$ cat src/rtl/fafsb_pkg.sv
// Purpose: Shared constants for the queue and fault status bank.
// Assumes: 8-bit register port, byte offsets as printed.
// Notes: Imported by every design module.
package fafsb_pkg;
    // Register port widths
    localparam int ADDR_W = 8;
    localparam int DATA_W = 8;
    // Device register offsets
    localparam logic [7:0] OFF_QUEUE_CONFIG_ONE = 8'h16;
    localparam logic [7:0] OFF_QUEUE_CONFIG_TWO = 8'h17;
    localparam logic [7:0] OFF_QUEUE_STATUS = 8'h18;
    localparam logic [7:0] OFF_MODULE_FAULT_STATUS_ONE = 8'h19;
    localparam logic [7:0] OFF_MODULE_FAULT_STATUS_TWO = 8'h1a;
    // Queue status fields
    localparam int QS_READY = 7;
    localparam int QS_EMPTY = 6;
    localparam int QS_FULL = 5;
    localparam int QS_ERROR = 4;
    // Queue configuration fields
    localparam int CFG1_SOFT_RST = 4;
    localparam int CFG1_ENABLE = 0;
    localparam int THR_W = 5;
    localparam int COUNT_W = 4;
    localparam logic [3:0] QUEUE_DEPTH = 4'hc;
    localparam logic [7:0] CFG1_RESET = 8'h00;
    localparam logic [7:0] CFG2_RESET = 8'h00;
    // Module status one fields
    localparam int M1_INVALID = 7;
    localparam int M1_GND_SHORT = 6;
    localparam int M1_CLK_MISS = 5;
    localparam int M1_FRAME = 4;
    localparam int M1_WR_CRC = 3;
    localparam int M1_CMD_CRC = 2;
    localparam int M1_RANGE = 1;
    localparam int M1_PWR_SHORT = 0;
    // Module status two fields
    localparam int M2_BIAS_POS = 7;
    localparam int M2_BIAS_NEG = 6;
    localparam int M2_A2_NEG = 3;
    localparam int M2_A2_POS = 2;
    localparam int M2_A1_NEG = 1;
    localparam int M2_A1_POS = 0;
    // Bits that a written zero clears
    localparam logic [7:0] M1_CLEAR_MASK = 8'h5d;
    localparam logic [7:0] M2_CLEAR_MASK = 8'hcf;
    // Host command register offsets
    localparam logic [7:0] H_OFF_CTRL = 8'h00;
    localparam logic [7:0] H_OFF_TARGET = 8'h01;
    localparam logic [7:0] H_OFF_DATA = 8'h02;
    localparam logic [7:0] H_OFF_RESULT = 8'h03;
    localparam logic [7:0] H_OFF_STATUS = 8'h04;
    // Host control fields
    localparam int HC_WRITE = 0;
    localparam int HC_READ = 1;
    localparam int HC_CLEAR = 2;
    localparam int HC_CRC_EN = 3;
    // Host sequencer states, Gray along each path
    typedef enum logic [1:0] {
        HOST_IDLE = 2'b00,
        HOST_READ_WAIT = 2'b01,
        HOST_RELEASE = 2'b10
    } fafsb_host_state_type;
endpackage

$ cat src/rtl/fafsb_reg_if.sv
// Purpose: Register port joining host and device.
// Assumes: Read data one cycle after the read strobe.
// Notes: No clock inside; both ends share clk_in.
`timescale 1ns/1ps
`default_nettype none
interface fafsb_reg_if;
    logic [7:0] addr; // Register offset
    logic [7:0] wdata; // Write data
    logic wr; // One-cycle write strobe
    logic rd; // One-cycle read strobe
    logic [7:0] rdata; // Read data, cycle after rd
    // Documented device end
    modport dev (input addr, input wdata, input wr, input rd, output rdata);
    // Host end
    modport host (output addr, output wdata, output wr, output rd, input rdata);
endinterface
`default_nettype wire

$ cat src/rtl/fafsb_sticky_bank.sv
// Purpose: Byte of sticky flags, cleared by writing zero.
// Assumes: Set inputs are one-cycle or level events.
// Notes: Bits outside CLEAR_MASK hold until reset.
`timescale 1ns/1ps
`default_nettype none
module fafsb_sticky_bank #(
    parameter int WIDTH = 8,
    parameter logic [WIDTH-1:0] CLEAR_MASK = '0
) (
    input wire logic clk_in,
    input wire logic rst_n_in,
    input wire logic [WIDTH-1:0] set_in,
    input wire logic wr_in,
    input wire logic [WIDTH-1:0] wdata_in,
    output logic [WIDTH-1:0] flags_out
);
    import fafsb_pkg::*;
    logic [WIDTH-1:0] clear_bits; // Bits a write knocks down

    // Only written zeros in clearable lanes clear; ones are ignored
    always_comb begin
        clear_bits = wr_in ? (CLEAR_MASK & ~wdata_in) : '0;
    end

    // Set wins over a clear in the same cycle
    always_ff @(posedge clk_in or negedge rst_n_in) begin
        if (!rst_n_in) begin
            flags_out <= '0;
        end else begin
            flags_out <= (flags_out & ~clear_bits) | set_in;
        end
    end
endmodule
`default_nettype wire

$ cat src/rtl/fafsb_device.sv
// Purpose: Queue status and module fault status registers.
// Assumes: Queue push and pop arrive as one-cycle strobes.
// Notes: Status bits read live; queue_ready_out lags count by one.
// Functional notes
// - Ready bit set when count reaches threshold.
// - Empty bit reads one, also after reset.
// - Full bit follows full queue, zero at reset.
// - Error set when disabled with unequal pointers.
// - Error cleared by soft-reset write or device reset.
// - Unexpected access disables the queue.
// - Stored item count shown in bits 3:0.
// - Invalid-command flag set by first occurrence only.
// - Host ignores invalid flag under input CRC.
// - Ground short sticky until written zero.
// - Supply short sticky until written zero.
// - Clock-missing flag held until device reset.
// - Frame overwrite sets lost-data flag.
// - Register-write CRC failure sets bit 3.
// - Other command CRC failure sets bit 2.
// - Converter range flag follows current result.
// - Bias-drive lead-off flags sticky, write-zero clear.
// - Amplifier range flags sticky, write-zero clear.
// - Threshold code n means n+1 items.
// - Host writes zero to release soft reset.
//
// Chosen here: the plain strobed port.
`timescale 1ns/1ps
`default_nettype none
module fafsb_device #(
    parameter int DEPTH = 12
) (
    input wire logic clk_in,
    input wire logic rst_n_in,
    fafsb_reg_if.dev bus,
    input wire logic queue_push_in,
    input wire logic queue_pop_in,
    input wire logic invalid_cmd_in,
    input wire logic pin_ground_short_in,
    input wire logic pin_supply_short_in,
    input wire logic clock_missing_in,
    input wire logic frame_overwrite_in,
    input wire logic write_payload_crc_fail_in,
    input wire logic command_crc_fail_in,
    input wire logic converter_range_in,
    input wire logic bias_drive_pos_leadoff_in,
    input wire logic bias_drive_neg_leadoff_in,
    input wire logic amp_one_pos_range_in,
    input wire logic amp_one_neg_range_in,
    input wire logic amp_two_pos_range_in,
    input wire logic amp_two_neg_range_in,
    output logic queue_ready_out,
    output logic queue_enable_out,
    output logic [fafsb_pkg::COUNT_W-1:0] queue_count_out
);
    import fafsb_pkg::*;

    logic [7:0] queue_config_one; // Enable, soft reset and spare bits
    logic [7:0] queue_config_two; // Selector and threshold
    logic [COUNT_W-1:0] wr_ptr; // Next slot to fill
    logic [COUNT_W-1:0] rd_ptr; // Next slot to drain
    logic [COUNT_W-1:0] queue_fill_count; // Items held
    logic queue_error; // Sticky queue error
    logic converter_range_flag; // Live range flag
    logic [7:0] module_fault_status_one; // Sticky bank one
    logic [7:0] module_fault_status_two; // Sticky bank two
    logic [7:0] set_one; // Set events, bank one
    logic [7:0] set_two; // Set events, bank two
    logic soft_rst; // Queue held in reset
    logic enabled; // Queue accepting traffic
    logic full; // Count at depth
    logic empty; // Count at zero
    logic push_ok; // Push that lands
    logic pop_ok; // Pop that lands
    logic unexpected; // Push when full or pop when empty
    logic cfg1_wr; // Write to config one
    logic cfg2_wr; // Write to config two
    logic [7:0] status_word; // Queue status as read

    // Wrap a pointer at the queue depth
    function automatic logic [COUNT_W-1:0] ptr_step(input logic [COUNT_W-1:0] ptr);
        logic [COUNT_W-1:0] last;
        last = COUNT_W'(DEPTH - 1);
        return (ptr == last) ? '0 : ptr + 1'b1;
    endfunction

    // Decode and queue qualifiers
    always_comb begin
        cfg1_wr = bus.wr && (bus.addr == OFF_QUEUE_CONFIG_ONE);
        cfg2_wr = bus.wr && (bus.addr == OFF_QUEUE_CONFIG_TWO);
        soft_rst = queue_config_one[CFG1_SOFT_RST];
        enabled = queue_config_one[CFG1_ENABLE];
        full = (queue_fill_count == COUNT_W'(DEPTH));
        empty = (queue_fill_count == '0);
        push_ok = queue_push_in && enabled && !soft_rst && !full;
        pop_ok = queue_pop_in && enabled && !soft_rst && !empty;
        // Traffic that cannot be honoured while running
        unexpected = enabled && ((queue_push_in && full) || (queue_pop_in && empty));
    end

    // Config one; hardware disable beats a software write
    always_ff @(posedge clk_in or negedge rst_n_in) begin
        if (!rst_n_in) begin
            queue_config_one <= CFG1_RESET;
        end else begin
            if (cfg1_wr) begin
                queue_config_one <= bus.wdata;
            end
            if (unexpected) begin
                queue_config_one[CFG1_ENABLE] <= 1'b0;
            end
        end
    end

    // Config two holds the ready threshold
    always_ff @(posedge clk_in or negedge rst_n_in) begin
        if (!rst_n_in) begin
            queue_config_two <= CFG2_RESET;
        end else if (cfg2_wr) begin
            queue_config_two <= bus.wdata;
        end
    end

    // Pointers; soft reset holds them at zero
    always_ff @(posedge clk_in or negedge rst_n_in) begin
        if (!rst_n_in) begin
            wr_ptr <= '0;
            rd_ptr <= '0;
        end else if (soft_rst) begin
            wr_ptr <= '0;
            rd_ptr <= '0;
        end else begin
            if (push_ok) begin
                wr_ptr <= ptr_step(wr_ptr);
            end
            if (pop_ok) begin
                rd_ptr <= ptr_step(rd_ptr);
            end
        end
    end

    // Item count, zero to depth
    always_ff @(posedge clk_in or negedge rst_n_in) begin
        if (!rst_n_in) begin
            queue_fill_count <= '0;
        end else if (soft_rst) begin
            queue_fill_count <= '0;
        end else if (push_ok && !pop_ok) begin
            queue_fill_count <= queue_fill_count + 1'b1;
        end else if (pop_ok && !push_ok) begin
            queue_fill_count <= queue_fill_count - 1'b1;
        end
    end

    // Error; no set while soft reset zeroes the pointers
    always_ff @(posedge clk_in or negedge rst_n_in) begin
        if (!rst_n_in) begin
            queue_error <= 1'b0;
        end else if (!enabled && !soft_rst && (rd_ptr != wr_ptr)) begin
            queue_error <= 1'b1;
        end else if (soft_rst) begin
            queue_error <= 1'b0;
        end
    end

    // Ready when count exceeds code n, i.e. holds n+1 items
    always_ff @(posedge clk_in or negedge rst_n_in) begin
        if (!rst_n_in) begin
            queue_ready_out <= 1'b0;
        end else begin
            queue_ready_out <= ({1'b0, queue_fill_count} > queue_config_two[THR_W-1:0]);
        end
    end

    // Range flag tracks the latest result, no latching
    always_ff @(posedge clk_in or negedge rst_n_in) begin
        if (!rst_n_in) begin
            converter_range_flag <= 1'b0;
        end else begin
            converter_range_flag <= converter_range_in;
        end
    end

    // Event vectors; invalid and clock-miss lanes are not clearable
    always_comb begin
        set_one = '0;
        set_one[M1_INVALID] = invalid_cmd_in;
        set_one[M1_GND_SHORT] = pin_ground_short_in;
        set_one[M1_CLK_MISS] = clock_missing_in;
        set_one[M1_FRAME] = frame_overwrite_in;
        set_one[M1_WR_CRC] = write_payload_crc_fail_in;
        set_one[M1_CMD_CRC] = command_crc_fail_in;
        set_one[M1_PWR_SHORT] = pin_supply_short_in;
        set_two = '0;
        set_two[M2_BIAS_POS] = bias_drive_pos_leadoff_in;
        set_two[M2_BIAS_NEG] = bias_drive_neg_leadoff_in;
        set_two[M2_A2_NEG] = amp_two_neg_range_in;
        set_two[M2_A2_POS] = amp_two_pos_range_in;
        set_two[M2_A1_NEG] = amp_one_neg_range_in;
        set_two[M2_A1_POS] = amp_one_pos_range_in;
    end

    // Sticky fault bank one
    fafsb_sticky_bank #(
        .WIDTH(8),
        .CLEAR_MASK(M1_CLEAR_MASK)
    ) u_bank_one (
        .clk_in(clk_in),
        .rst_n_in(rst_n_in),
        .set_in(set_one),
        .wr_in(bus.wr && (bus.addr == OFF_MODULE_FAULT_STATUS_ONE)),
        .wdata_in(bus.wdata),
        .flags_out(module_fault_status_one)
    );

    // Sticky fault bank two; reserved lanes never set
    fafsb_sticky_bank #(
        .WIDTH(8),
        .CLEAR_MASK(M2_CLEAR_MASK)
    ) u_bank_two (
        .clk_in(clk_in),
        .rst_n_in(rst_n_in),
        .set_in(set_two),
        .wr_in(bus.wr && (bus.addr == OFF_MODULE_FAULT_STATUS_TWO)),
        .wdata_in(bus.wdata),
        .flags_out(module_fault_status_two)
    );

    // Live queue status word
    always_comb begin
        status_word = {4'h0, queue_fill_count};
        status_word[QS_READY] = queue_ready_out;
        status_word[QS_EMPTY] = empty;
        status_word[QS_FULL] = full;
        status_word[QS_ERROR] = queue_error;
    end

    // Read data valid only in the cycle after rd
    always_ff @(posedge clk_in or negedge rst_n_in) begin
        if (!rst_n_in) begin
            bus.rdata <= 8'h00;
        end else if (bus.rd) begin
            unique case (bus.addr)
                OFF_QUEUE_CONFIG_ONE: bus.rdata <= queue_config_one;
                OFF_QUEUE_CONFIG_TWO: bus.rdata <= queue_config_two;
                OFF_QUEUE_STATUS: bus.rdata <= status_word;
                OFF_MODULE_FAULT_STATUS_ONE: begin
                    // Range lane is live, the rest sticky
                    bus.rdata <= {module_fault_status_one[7:2], converter_range_flag,
                        module_fault_status_one[0]};
                end
                OFF_MODULE_FAULT_STATUS_TWO: bus.rdata <= module_fault_status_two;
                default: bus.rdata <= 8'h00; // Unmapped reads zero
            endcase
        end else begin
            bus.rdata <= 8'h00;
        end
    end

    // Straight flop copies for the user side
    assign queue_enable_out = queue_config_one[CFG1_ENABLE];
    assign queue_count_out = queue_fill_count;
endmodule
`default_nettype wire

$ cat src/flat_wrapper.sv
// flat-port wrapper written by rule: the top's interface ports become plain ports
module fafsb_device_flat import fafsb_pkg::*;
#(
    parameter int DEPTH = 12
)
  (clk_in, rst_n_in, queue_push_in, queue_pop_in, invalid_cmd_in, pin_ground_short_in, pin_supply_short_in, clock_missing_in, frame_overwrite_in, write_payload_crc_fail_in, command_crc_fail_in, converter_range_in, bias_drive_pos_leadoff_in, bias_drive_neg_leadoff_in, amp_one_pos_range_in, amp_one_neg_range_in, amp_two_pos_range_in, amp_two_neg_range_in, queue_ready_out, queue_enable_out, queue_count_out, bus_addr, bus_wdata, bus_wr, bus_rd, bus_rdata);
  fafsb_reg_if bus_i ();
  input wire logic clk_in;
  input wire logic rst_n_in;
  input wire logic queue_push_in;
  input wire logic queue_pop_in;
  input wire logic invalid_cmd_in;
  input wire logic pin_ground_short_in;
  input wire logic pin_supply_short_in;
  input wire logic clock_missing_in;
  input wire logic frame_overwrite_in;
  input wire logic write_payload_crc_fail_in;
  input wire logic command_crc_fail_in;
  input wire logic converter_range_in;
  input wire logic bias_drive_pos_leadoff_in;
  input wire logic bias_drive_neg_leadoff_in;
  input wire logic amp_one_pos_range_in;
  input wire logic amp_one_neg_range_in;
  input wire logic amp_two_pos_range_in;
  input wire logic amp_two_neg_range_in;
  output logic queue_ready_out;
  output logic queue_enable_out;
  output logic [fafsb_pkg::COUNT_W-1:0] queue_count_out;
  input wire logic [$bits(bus_i.addr)-1:0] bus_addr;
  input wire logic [$bits(bus_i.wdata)-1:0] bus_wdata;
  input wire logic [$bits(bus_i.wr)-1:0] bus_wr;
  input wire logic [$bits(bus_i.rd)-1:0] bus_rd;
  output wire logic [$bits(bus_i.rdata)-1:0] bus_rdata;
  assign bus_i.addr = bus_addr;
  assign bus_i.wdata = bus_wdata;
  assign bus_i.wr = bus_wr;
  assign bus_i.rd = bus_rd;
  assign bus_rdata = bus_i.rdata;
  fafsb_device #(.DEPTH(DEPTH)) u_core (.clk_in(clk_in), .rst_n_in(rst_n_in), .bus(bus_i), .queue_push_in(queue_push_in), .queue_pop_in(queue_pop_in), .invalid_cmd_in(invalid_cmd_in), .pin_ground_short_in(pin_ground_short_in), .pin_supply_short_in(pin_supply_short_in), .clock_missing_in(clock_missing_in), .frame_overwrite_in(frame_overwrite_in), .write_payload_crc_fail_in(write_payload_crc_fail_in), .command_crc_fail_in(command_crc_fail_in), .converter_range_in(converter_range_in), .bias_drive_pos_leadoff_in(bias_drive_pos_leadoff_in), .bias_drive_neg_leadoff_in(bias_drive_neg_leadoff_in), .amp_one_pos_range_in(amp_one_pos_range_in), .amp_one_neg_range_in(amp_one_neg_range_in), .amp_two_pos_range_in(amp_two_pos_range_in), .amp_two_neg_range_in(amp_two_neg_range_in), .queue_ready_out(queue_ready_out), .queue_enable_out(queue_enable_out), .queue_count_out(queue_count_out));
endmodule
$ cat config.mk
export PLATFORM = sky130hd
export DESIGN_NAME = fafsb_device_flat
export DESIGN_NICKNAME = d
export VERILOG_FILES = /design/src/rtl/fafsb_pkg.sv /design/src/rtl/fafsb_reg_if.sv /design/src/rtl/fafsb_sticky_bank.sv /design/src/rtl/fafsb_device.sv /design/src/flat_wrapper.sv
export SDC_FILE = /design/constraint.sdc
export NUM_CORES = 1
export LEC_CHECK = 0
export ABC_AREA = 1
export BUFFER_PORTS_ARGS = -buffer_cell sky130_fd_sc_hd__buf_2
export CORE_MARGIN = 2
export CORE_UTILIZATION = 56
export DETAILED_ROUTE_END_ITERATION = 6
export GPL_TIMING_DRIVEN = 0
export PLACE_DENSITY = 0.8
export SYNTH_ARGS = -nofsm -noshare
export SYNTH_HDL_FRONTEND = slang
export SYNTH_SLANG_ARGS = --single-unit
export TNS_END_PERCENT = 30
$ cat constraint.sdc
create_clock -name clk_in -period 2.8 [get_ports clk_in]
set_clock_uncertainty 0.2 [all_clocks]
set_input_delay 0.14 -clock clk_in [delete_from_list [all_inputs] [get_ports clk_in]]
set_output_delay 0.14 -clock clk_in [all_outputs]
set_load 0.02 [all_outputs]
==> out/summary.txt, run 1 <==
Result of the run - finished, final reports clean
Arrival time of data at the critical path endpoint - 2550 ps
Number of design rule violations left after detail routing - 0
Number of vias after detailed routing - 2543
Leading cell types in the layout, fill and taps excluded - sky130_fd_sc_hd__nand2_1, sky130_fd_sc_hd__nand3_1, sky130_fd_sc_hd__dfrtp_1
Cell area after placement - 3140 um^2
Combined flip-flop and latch cell area - 1300 um^2
Number of nets produced by synthesis - 372
Post-DR vias/cell - 5.25
Core area - 4790 um^2
Core Rows - 25
Main flop type after synthesis - sky130_fd_sc_hd__dfrtp_1
Clock sinks - 52
Number of buffers created by CTS - 5
Number of storage elements in the synthesis netlist - 52
Fin worst setup slack - 237 ps
Count of cells resized by post-cts repair - 0
Cell area after layout - 3580 um^2
Largest net degree at the start of global routing - 53
Cell types occupying the most area after synthesis - sky130_fd_sc_hd__dfrtp_1, sky130_fd_sc_hd__nand3_1, sky130_fd_sc_hd__nand2_1
Most common cell after layout, fill and taps aside - sky130_fd_sc_hd__nand2_1
Hold Violations, Final - 0
Crit-path max FO - 7
Die Wd - 74.9 um
Cells after synthesis - 326
Type of the setup path with the least slack - flop to flop
Pint - 1030 uW
Sequential Power Share - 0.570
Total of endpoints with negative setup slack in the final report - 0
Layout fillers - 361
Share of cells above drive strength 1 - 0.228
Mean instance size in the synthesized netlist - 8.64 um^2
P_sw - 333 uW
Portion of total power attributed to the clock network - 0.323
Clock latency of the later-clocked register in the worst-skew pair - 300 ps
First-pass iteration count of the detailed router - 4
Routability congestion estimate - 0.890
Share of flip-flops with an asynchronous set or reset - 1.00
Cell area power density - 382 nW/um^2
Switching share of total power - 0.244
CTS root buf - sky130_fd_sc_hd__clkbuf_8
Total power - 1370 uW
Average detailed-routed wire length per instance - 13.9 um
Post-synthesis sequential area ratio - 0.462
Clock tree from TritonCTS - yes
CTS clk-pin slew, worst paths - 90 ps
Vias in the first global route - 2404
Final global-route overflow total - 0
# IOs - 50
Antenna violations before repair - 0
Count of flip-flops with a built-in enable after synthesis - 0
Critical path data required time - 2790 ps
Leakage power of the design - 0.00169 uW
Max H-tree Level - 2
Area grow syn2layout - 27.1%
Routed WL - 6.75 mm
Final Slew Violations - 0
Post-route clock period utilization - 0.916
Bufs on Longest Clock Path - 2
Total number of nets in the final design - 462
Post-synthesis cell type count - 27
Netlist area before placement - 2820 um^2
Die Span Y - 74.9 um
Multi-input gate area - 1320 um^2
YS warnings - 0
Worst min path class - input port to flop
Endpoint type of the worst setup path - flop
Post-Place Worst Slack - 300 ps
Relative slew slack - 0.253
Critical Path Start Type - flop
All-layer global routing usage - 0.260
Count of antenna-violating nets left after detailed routing - 0
Proportion of power drawn by combinational gates - 0.107
Final setup TNS - 0 ps
Total die area - 5610 um^2
Starting utilization of the core area - 0.588
Worst VDD drop - 303 uV
Half-perimeter wire length of the detailed placement result - 4.66 mm
Crit path time final - 2560 ps
Detailed Route Iter0 Violations - 182
Antenna cell count - 0
First-pass GRT wire length - 10.9 mm
Max Cap Viol - 0
Unrepaired setup endpoints after global routing - no
Synth area leader - sky130_fd_sc_hd__dfrtp_1
Port-buffer cells - 49
Maximum clock frequency - 390 MHz
Post-CTS setup buffer count - 0
Area share of the largest cell type after synthesis - 0.462
Pin slew with the least headroom to its limit - 1120 ps
-- through the flow --
step	hold slack, ps	instances	util
global placement	47.5	442	0.657
CTS	8.07	484	0.748
global route	33.6	484	0.748
finish	16.7	484	0.748
floorplan	-356	326	-
detailed placement	51.3	442	0.657
-- sequential cells by signal, summed over array words and instances, names as in the netlist, 4 cells and up --
| signal | flops |
|---|---|
| u_core.bus.rdata | 8 |
| u_core.queue_config_one | 8 |
| u_core.queue_config_two | 8 |
| u_core.queue_count_out | 4 |
| u_core.rd_ptr | 4 |
| u_core.u_bank_one.flags_out | 7 |
| u_core.u_bank_two.flags_out | 6 |
| u_core.wr_ptr | 4 |
-- final cells by class --
type,count,share of cell area
tap,67,0.0234
clock buffer,7,0.0241
sequential,52,0.364
clock inverter,1,0.00210
inverter,34,0.0357
timing repair buffer,83,0.164
buffer,6,0.0189
multi-input combinational,234,0.369
-- what timing repair did --
item                       in CTS  in global routing
hold endpoints to repair       82                  0
hold buffers                   34                  0
setup endpoints to repair       0                  0
-- worst paths after layout --
| kind | cells after the start | slack (ps) | endpoint | startpoint |
|---|---|---|---|---|
| worst min-delay path | 3 | 20 | u_core.bus.rdata[2]$_DFF_PN0_ | bus_rd |
| worst max register to register | 10 | 240 | u_core.queue_count_out[3]$_DFFE_PN0P_ | u_core.queue_config_one[4]$_DFFE_PN0P_ |
| worst max-delay path | 10 | 240 | u_core.queue_count_out[3]$_DFFE_PN0P_ | u_core.queue_config_one[4]$_DFFE_PN0P_ |
| max in group asynchronous | 2 | 1330 | u_core.queue_config_two[0]$_DFFE_PN0P_ | rst_n_in |
| worst min register to register | 1 | 290 | u_core.u_bank_one.flags_out[7]$_DFF_PN0_ | u_core.u_bank_one.flags_out[7]$_DFF_PN0_ |
| min in group asynchronous | 2 | 390 | u_core.u_bank_one.flags_out[5]$_DFF_PN0_ | rst_n_in |
-- synthesized netlist by cell type, types with 6 or more instances --
cell and instances:
sky130_fd_sc_hd__o21ai_0 13, sky130_fd_sc_hd__nand2_2 7, sky130_fd_sc_hd__o21ai_2 9, sky130_fd_sc_hd__nor2_1 26
sky130_fd_sc_hd__dfrtp_1 52, sky130_fd_sc_hd__inv_1 31, sky130_fd_sc_hd__ha_1 9, sky130_fd_sc_hd__xor2_1 6
sky130_fd_sc_hd__nand2_1 68, sky130_fd_sc_hd__nor2_4 7, sky130_fd_sc_hd__nand3_1 52, sky130_fd_sc_hd__buf_6 6
sky130_fd_sc_hd__a21o_1 11
-- logic make-up (layout without fill, tap and decap cells) --
family | after synthesis | count (layout) | share of synthesized area
fa+ha+maj | 10 | 10 | 0.0471
flops | 52 | 52 | 0.462
xor+xnor | 9 | 9 | 0.0280
compound gates | 46 | 46 | 0.108
buf+inv | 40 | 131 | 0.0693
simple gates | 169 | 169 | 0.285
-- power groups by stage --
stage	clock (uW)	sequential, uW	combinational [uW]
3_5_place_dp	0	794	121
6_report	441	779	146
3_3_place_gp	0	793	118
2_1_floorplan	0	792	62.0
5_1_grt	476	782	163
4_1_cts	448	779	146
-- critical path, stage by stage (launching register included) --
cell and delay [ps]:
sky130_fd_sc_hd__dfrtp_1 450, sky130_fd_sc_hd__inv_1 220, sky130_fd_sc_hd__nand3_1 120, sky130_fd_sc_hd__nor2_1 320, sky130_fd_sc_hd__ha_1 290, sky130_fd_sc_hd__inv_1 90
sky130_fd_sc_hd__ha_1 330, sky130_fd_sc_hd__a21oi_1 180, sky130_fd_sc_hd__nand3_1 110, sky130_fd_sc_hd__nand2_1 80, sky130_fd_sc_hd__o22ai_1 60
-- layer usage --
layer	routed length (um)	global-route usage	part of all wire	up-vias
li1	-	-	-	1244
met2	3370	0.418	0.50	91
met5	0	0	0	-
met4	77	0.0913	0.011	0
met1	2950	0.362	0.44	1199
met3	353	0.0361	0.052	9
(Power assumes the default switching activity.)
==> run 2: changes to the inputs <==
--- a/config.mk
+++ b/config.mk
@@ -9,8 +9,9 @@
 export BUFFER_PORTS_ARGS = -buffer_cell sky130_fd_sc_hd__buf_2
 export CORE_MARGIN = 2
 export CORE_UTILIZATION = 56
+export CTS_CLUSTER_SIZE = 28
 export DETAILED_ROUTE_END_ITERATION = 6
-export GPL_TIMING_DRIVEN = 0
+export HOLD_SLACK_MARGIN = 0.1
 export PLACE_DENSITY = 0.8
 export SYNTH_ARGS = -nofsm -noshare
 export SYNTH_HDL_FRONTEND = slang
==> out/summary.txt, run 2 (synthesis results as in run 1) <==
Total of endpoints with negative setup slack in the final report - 0 (unchanged)
Total power - 1370 uW (+0.37%)
Worst VDD drop - 297 uV (-2.1%)
Min Hold Slack - 137 ps (+121 ps)
Share of cells above drive strength 1 - 0.223 (-0.00480)
Crit-path max FO - 6 (-1)
Post-DR vias/cell - 5.34 (+1.6%)
Unrepaired setup endpoints after global routing - no
Max Cap Viol - 0 (unchanged)
Bufs on Longest Clock Path - 2 (unchanged)
Final setup TNS - 0 ps (unchanged)
First-pass GRT wire length - 10.9 mm (+0.18%)
Critical path's largest stage delay - 550 ps (+100 ps)
First-pass iteration count of the detailed router - 5 (+1)
Crit path buffers/inverters - 3 (+1)
Most common cell after layout, fill and taps aside - sky130_fd_sc_hd__nand2_1
Average detailed-routed wire length per instance - 14.0 um (+0.59%)
Leakage power of the design - 0.00168 uW (-0.51%)
Crit path time final - 2620 ps (+61.3 ps)
Antenna cell count - 0 (unchanged)
Max H-tree Level - 2 (unchanged)
Pin slew with the least headroom to its limit - 578 ps (-542 ps)
Clock tree from TritonCTS - yes
Registers with the most flip-flops - u_core.bus.rdata: 8 flops, u_core.queue_config_one: 8 flops, u_core.queue_config_two: 8 flops
Maximum clock frequency - 381 MHz (-2.3%)
Vias in the first global route - 2455 (+2.1%)
Critical path data required time - 2790 ps (about the same)
Number of design rule violations left after detail routing - 0 (unchanged)
Clock sinks - 52 (unchanged)
Endpoint type of the worst setup path - flop
Detailed Route Iter0 Violations - 142 (-22%)
Starting utilization of the core area - 0.588 (unchanged)
Final Slew Violations - 0 (unchanged)
Result of the run - finished, final reports clean
Post-CTS setup buffer count - 0 (unchanged)
Antenna violations before repair - 0 (unchanged)
Largest net degree at the start of global routing - 31 (-42%)
Leading cell types in the layout, fill and taps excluded - sky130_fd_sc_hd__nand2_1, sky130_fd_sc_hd__nand3_1, sky130_fd_sc_hd__dfrtp_1
Core Rows - 25 (unchanged)
Number of standard cells in the final layout excluding fillers - 484 (unchanged)
Area grow syn2layout - 26.8%
Core area - 4790 um^2 (unchanged)
Critical Path Most Common Cell - sky130_fd_sc_hd__nand2_1
Hold Violations, Final - 0 (unchanged)
Relative slew slack - 0.613 (+0.360)
CTS root buf - sky130_fd_sc_hd__clkbuf_8
Total number of nets in the final design - 462 (unchanged)
Final global-route overflow total - 0 (unchanged)
CTS clk-pin slew, worst paths - 90 ps (about the same)
Half-perimeter wire length of the detailed placement result - 4.63 mm (-0.63%)
Critical Path Start Type - flop
Number of buffers created by CTS - 5 (unchanged)
Worst min path class - input port to async pin
Routed WL - 6.79 mm (+0.59%)
Total die area - 5610 um^2 (unchanged)
Routability congestion estimate - 0.862 (-3.1%)
Die Span Y - 74.9 um (unchanged)
# IOs - 50 (unchanged)
Count of antenna-violating nets left after detailed routing - 0 (unchanged)
Arrival time of data at the critical path endpoint - 2610 ps (+60 ps)
Crit-path slowest cell - sky130_fd_sc_hd__dlygate4sd3_1
Die Wd - 74.9 um (unchanged)
Crit-path cells - inv_1 > nand2_1 > nor2_2 > nand2_1 > nand2_1 > nand2_1 > nand3_1 > dlygate4sd3_1 > nand2_1 > dlygate4sd3_1
Clock latency of the later-clocked register in the worst-skew pair - 300 ps (about the same)
Type of the setup path with the least slack - flop to flop
Fin worst setup slack - 175 ps (-61.3 ps)
Post-route clock period utilization - 0.937 (+0.0219)
Top Family by Delay on Critical Path - buffers and inverters
Number of vias after detailed routing - 2583 (+1.6%)
Cell area power density - 384 nW/um^2 (+0.66%)
Slack of the worst reg-to-reg path - 180 ps (-60 ps)
Post-Place Worst Slack - 410 ps (+111 ps)
Inst Count DP - 438 (-0.90%)
All-layer global routing usage - 0.261 (+0.00113)
Port-buffer cells - 49 (unchanged)
-- run 2: changes by cell type in the layout (fill, tap and decap cells not counted) --
cell / change
sky130_fd_sc_hd__buf_4: +2
sky130_fd_sc_hd__buf_6: -6
sky130_fd_sc_hd__dlygate4sd3_1: +4
sky130_fd_sc_hd__inv_1: -1
sky130_fd_sc_hd__inv_2: +1
sky130_fd_sc_hd__nor2_1: -1
sky130_fd_sc_hd__nor2_2: +1
-- run 2: worst register-to-register path: stages, from the launching register on --
cell and delay (ps):
sky130_fd_sc_hd__dfrtp_1 450, sky130_fd_sc_hd__inv_1 140, sky130_fd_sc_hd__nand2_1 110, sky130_fd_sc_hd__nor2_2 170, sky130_fd_sc_hd__nand2_1 60, sky130_fd_sc_hd__nand2_1 60
sky130_fd_sc_hd__nand2_1 80, sky130_fd_sc_hd__nand3_1 80, sky130_fd_sc_hd__dlygate4sd3_1 550, sky130_fd_sc_hd__nand2_1 50, sky130_fd_sc_hd__dlygate4sd3_1 550
-- run 2: timing repair --
item,4_1_cts,5_1_grt
hold buffers,38,0
endpoints found under the setup margin,0,1
resized for setup,0,2
hold endpoints to repair,62,0
-- run 2: path summary, 6_finish.rpt --
check                                                                end                                startpoint  cells past startpoint
worst max-delay path              u_core.queue_config_one[0]$_DFFE_PN0P_     u_core.queue_count_out[1]$_DFFE_PN0P_                     10
worst min-delay path               u_core.queue_count_out[3]$_DFFE_PN0P_                                  rst_n_in                      2
worst max register to register    u_core.queue_config_one[0]$_DFFE_PN0P_     u_core.queue_count_out[1]$_DFFE_PN0P_                     10
worst min register to register  u_core.u_bank_one.flags_out[7]$_DFF_PN0_  u_core.u_bank_one.flags_out[7]$_DFF_PN0_                      1
max in group asynchronous         u_core.queue_config_one[0]$_DFFE_PN0P_                                  rst_n_in                      3
min in group clk_in                         u_core.rd_ptr[1]$_DFFE_PN0P_                              queue_pop_in                      7
-- run 2: through the flow --
stage	utilization	cell area, um^2
5_1_grt	0.746	3570
3_3_place_gp	0.646	3090
4_1_cts	0.745	3570
2_1_floorplan	-	2820
6_report	0.746	3570
3_5_place_dp	0.646	3090
-- run 2: final cells by class --
type                            count  area, um^2
Inverter                           34         128
Tap cell                           67        83.8
Sequential cell                    52        1300
Fill cell                         353        1220
Timing Repair Buffer               89         641
Clock inverter                      1        7.51
Multi-Input combinational cell    234        1320
Clock buffer                        7        86.3
-- run 2: metal layers --
layer	vias to the layer above	global-route usage	wire, um
li1	1249	-	-
met1	1205	0.337	2960
met2	113	0.430	3240
met3	16	0.0576	437
met4	0	0.101	150
met5	-	0	0
-- run 2: report_power, final --
part | switching, uW | internal (uW)
Combinational | 83.3 | 65.8
Sequential | 11.5 | 767
Clock | 242 | 201
Total | 337 | 1030
==> run 3: changes to the inputs <==
--- a/config.mk
+++ b/config.mk
@@ -8,11 +8,11 @@
 export ABC_AREA = 1
 export BUFFER_PORTS_ARGS = -buffer_cell sky130_fd_sc_hd__buf_2
 export CORE_MARGIN = 2
-export CORE_UTILIZATION = 56
+export CORE_UTILIZATION = 30
 export CTS_CLUSTER_SIZE = 28
 export DETAILED_ROUTE_END_ITERATION = 6
 export HOLD_SLACK_MARGIN = 0.1
-export PLACE_DENSITY = 0.8
+export PLACE_DENSITY_LB_ADDON = 0.3
 export SYNTH_ARGS = -nofsm -noshare
 export SYNTH_HDL_FRONTEND = slang
 export SYNTH_SLANG_ARGS = --single-unit
==> out/summary.txt, run 3 (synthesis results as in run 1) <==
Result of the run - finished, final reports clean
Crit-path cells - inv_1 > nand2_1 > nor2_2 > nand2_1 > nand2_1 > nand2_1 > nand3_1 > dlygate4sd3_1 > nand2_1 > dlygate4sd3_1
Post-Place Worst Slack - 352 ps (-58.6 ps)
Top Family by Delay on Critical Path - buffers and inverters
Max Cap Viol - 0 (unchanged)
Pin slew with the least headroom to its limit - 672 ps (+94.3 ps)
Number of design rule violations left after detail routing - 0 (unchanged)
Bufs on Longest Clock Path - 2 (unchanged)
Vias in the first global route - 2478 (+0.94%)
Number of standard cells in the final layout excluding fillers - 529 (+9.3%)
Clock latency of the later-clocked register in the worst-skew pair - 310 ps (about the same)
Critical Path Start Type - flop
Maximum clock frequency - 383 MHz (+0.63%)
Final global-route overflow total - 0 (unchanged)
Number of vias after detailed routing - 2453 (-5.0%)
Count of antenna-violating nets left after detailed routing - 0 (unchanged)
Half-perimeter wire length of the detailed placement result - 5.28 mm (+14%)
Crit path time final - 2610 ps (-16.4 ps)
First-pass iteration count of the detailed router - 4 (-1)
Port-buffer cells - 49 (unchanged)
Routed WL - 7.22 mm (+6.4%)
Largest net degree at the start of global routing - 24 (-23%)
Worst VDD drop - 225 uV (-24%)
Relative slew slack - 0.550 (-0.0631)
Clock tree from TritonCTS - yes
Core Rows - 35 (+40%)
Cell area power density - 382 nW/um^2 (-0.67%)
Cell area after layout - 3630 um^2 (+1.7%)
Starting utilization of the core area - 0.308 (-0.281)
Slack of the worst reg-to-reg path - 190 ps (+20 ps)
Post-CTS setup buffer count - 0 (unchanged)
Antenna cell count - 0 (unchanged)
Area grow syn2layout - 28.9%
Critical Path Most Common Cell - sky130_fd_sc_hd__nand2_1
Total of endpoints with negative setup slack in the final report - 0 (unchanged)
Final setup TNS - 0 ps (unchanged)
Layout fillers - 959 (+170%)
Max H-tree Level - 2 (unchanged)
Core area - 9150 um^2 (+91%)
Critical path data required time - 2800 ps (about the same)
Leading cell types in the layout, fill and taps excluded - sky130_fd_sc_hd__nand2_1, sky130_fd_sc_hd__nand3_1, sky130_fd_sc_hd__dfrtp_1
Hold Violations, Final - 0 (unchanged)
Clock sinks - 52 (unchanged)
Final Slew Violations - 0 (unchanged)
Detailed Route Iter0 Violations - 124 (-13%)
Post-route clock period utilization - 0.932 (-0.00585)
Post-DR vias/cell - 4.64 (-13%)
Share of cells above drive strength 1 - 0.227 (+0.00425)
Average detailed-routed wire length per instance - 13.7 um (-2.6%)
Combined flip-flop and latch cell area - 1300 um^2 (unchanged)
First-pass GRT wire length - 11.9 mm (+9.2%)
Leakage power of the design - 0.00169 uW (+0.53%)
Total die area - 10200 um^2 (+81%)
CTS clk-pin slew, worst paths - 100 ps (about the same)
Antenna violations before repair - 0 (unchanged)
Endpoint type of the worst setup path - flop
Die Wd - 101 um (+35%)
Crit-path slowest cell - sky130_fd_sc_hd__dlygate4sd3_1
Min Hold Slack - 130 ps (-7.38 ps)
Crit path buffers/inverters - 3 (unchanged)
Critical path's largest stage delay - 550 ps (about the same)
Unrepaired setup endpoints after global routing - no
Routability congestion estimate - 0.788 (-8.6%)
Inst Count DP - 483 (+10%)
Registers with the most flip-flops - u_core.bus.rdata: 8 flops, u_core.queue_config_one: 8 flops, u_core.queue_config_two: 8 flops
Fin worst setup slack - 192 ps (+16.4 ps)
Worst min path class - input port to async pin
Cell area after placement - 3150 um^2 (+2.0%)
Multi-input gate area - 1320 um^2 (unchanged)
CTS root buf - sky130_fd_sc_hd__clkbuf_8
Number of buffers created by CTS - 5 (unchanged)
All-layer global routing usage - 0.152 (-0.109)
Arrival time of data at the critical path endpoint - 2610 ps (about the same)
# IOs - 50 (unchanged)
Total number of nets in the final design - 463 (+0.22%)
Die Span Y - 101 um (+35%)
Crit-path max FO - 6 (unchanged)
Type of the setup path with the least slack - flop to flop
Most common cell after layout, fill and taps aside - sky130_fd_sc_hd__nand2_1
[run 3: cell type report]
class / instances / share of cell area
multi-input combinational: 234 / 0.364
sequential: 52 / 0.359
timing repair buffer: 90 / 0.179
tap: 111 / 0.0383
inverter: 34 / 0.0352
clock buffer: 5 / 0.0190
clock inverter: 3 / 0.00621
[run 3: per-stage QoR]
step / utilization / power [uW]
global route: 0.396 / 1440
floorplan: - / 854
finish: 0.396 / 1380
global placement: 0.345 / 917
CTS: 0.396 / 1400
detailed placement: 0.345 / 918
[run 3: final timing paths]
kind / start / end / cells past startpoint
min: rst_n_in / u_core.rd_ptr[3]$_DFFE_PN0P_ / 2
max in group asynchronous: rst_n_in / u_core.bus.rdata[1]$_DFF_PN0_ / 3
max: u_core.queue_count_out[1]$_DFFE_PN0P_ / u_core.queue_config_one[0]$_DFFE_PN0P_ / 10
min reg2reg: u_core.u_bank_one.flags_out[5]$_DFF_PN0_ / u_core.u_bank_one.flags_out[5]$_DFF_PN0_ / 1
min in group clk_in: bus_wr / u_core.queue_config_two[5]$_DFFE_PN0P_ / 4
max reg2reg: u_core.queue_count_out[1]$_DFFE_PN0P_ / u_core.queue_config_one[0]$_DFFE_PN0P_ / 10
[run 3: per-layer routing]
layer	GRT usage	up-vias	share of wire
li1	-	1247	-
met1	0.196	1141	0.46
met2	0.253	57	0.48
met3	0.0277	8	0.048
met4	0.0611	0	0.020
met5	0	-	0
[run 3: what timing repair did]
| action | 4_1_cts | 5_1_grt |
|---|---|---|
| hold buffers | 38 | 0 |
| endpoints found under the hold margin | 90 | 0 |
| setup endpoints to repair | 0 | 1 |
| gates resized for setup | 0 | 2 |
[run 3: power breakdown]
group	switching, uW	internal (uW)	total, uW
clock network	275	180	455
registers	10.9	767	778
logic	84.9	66.9	152
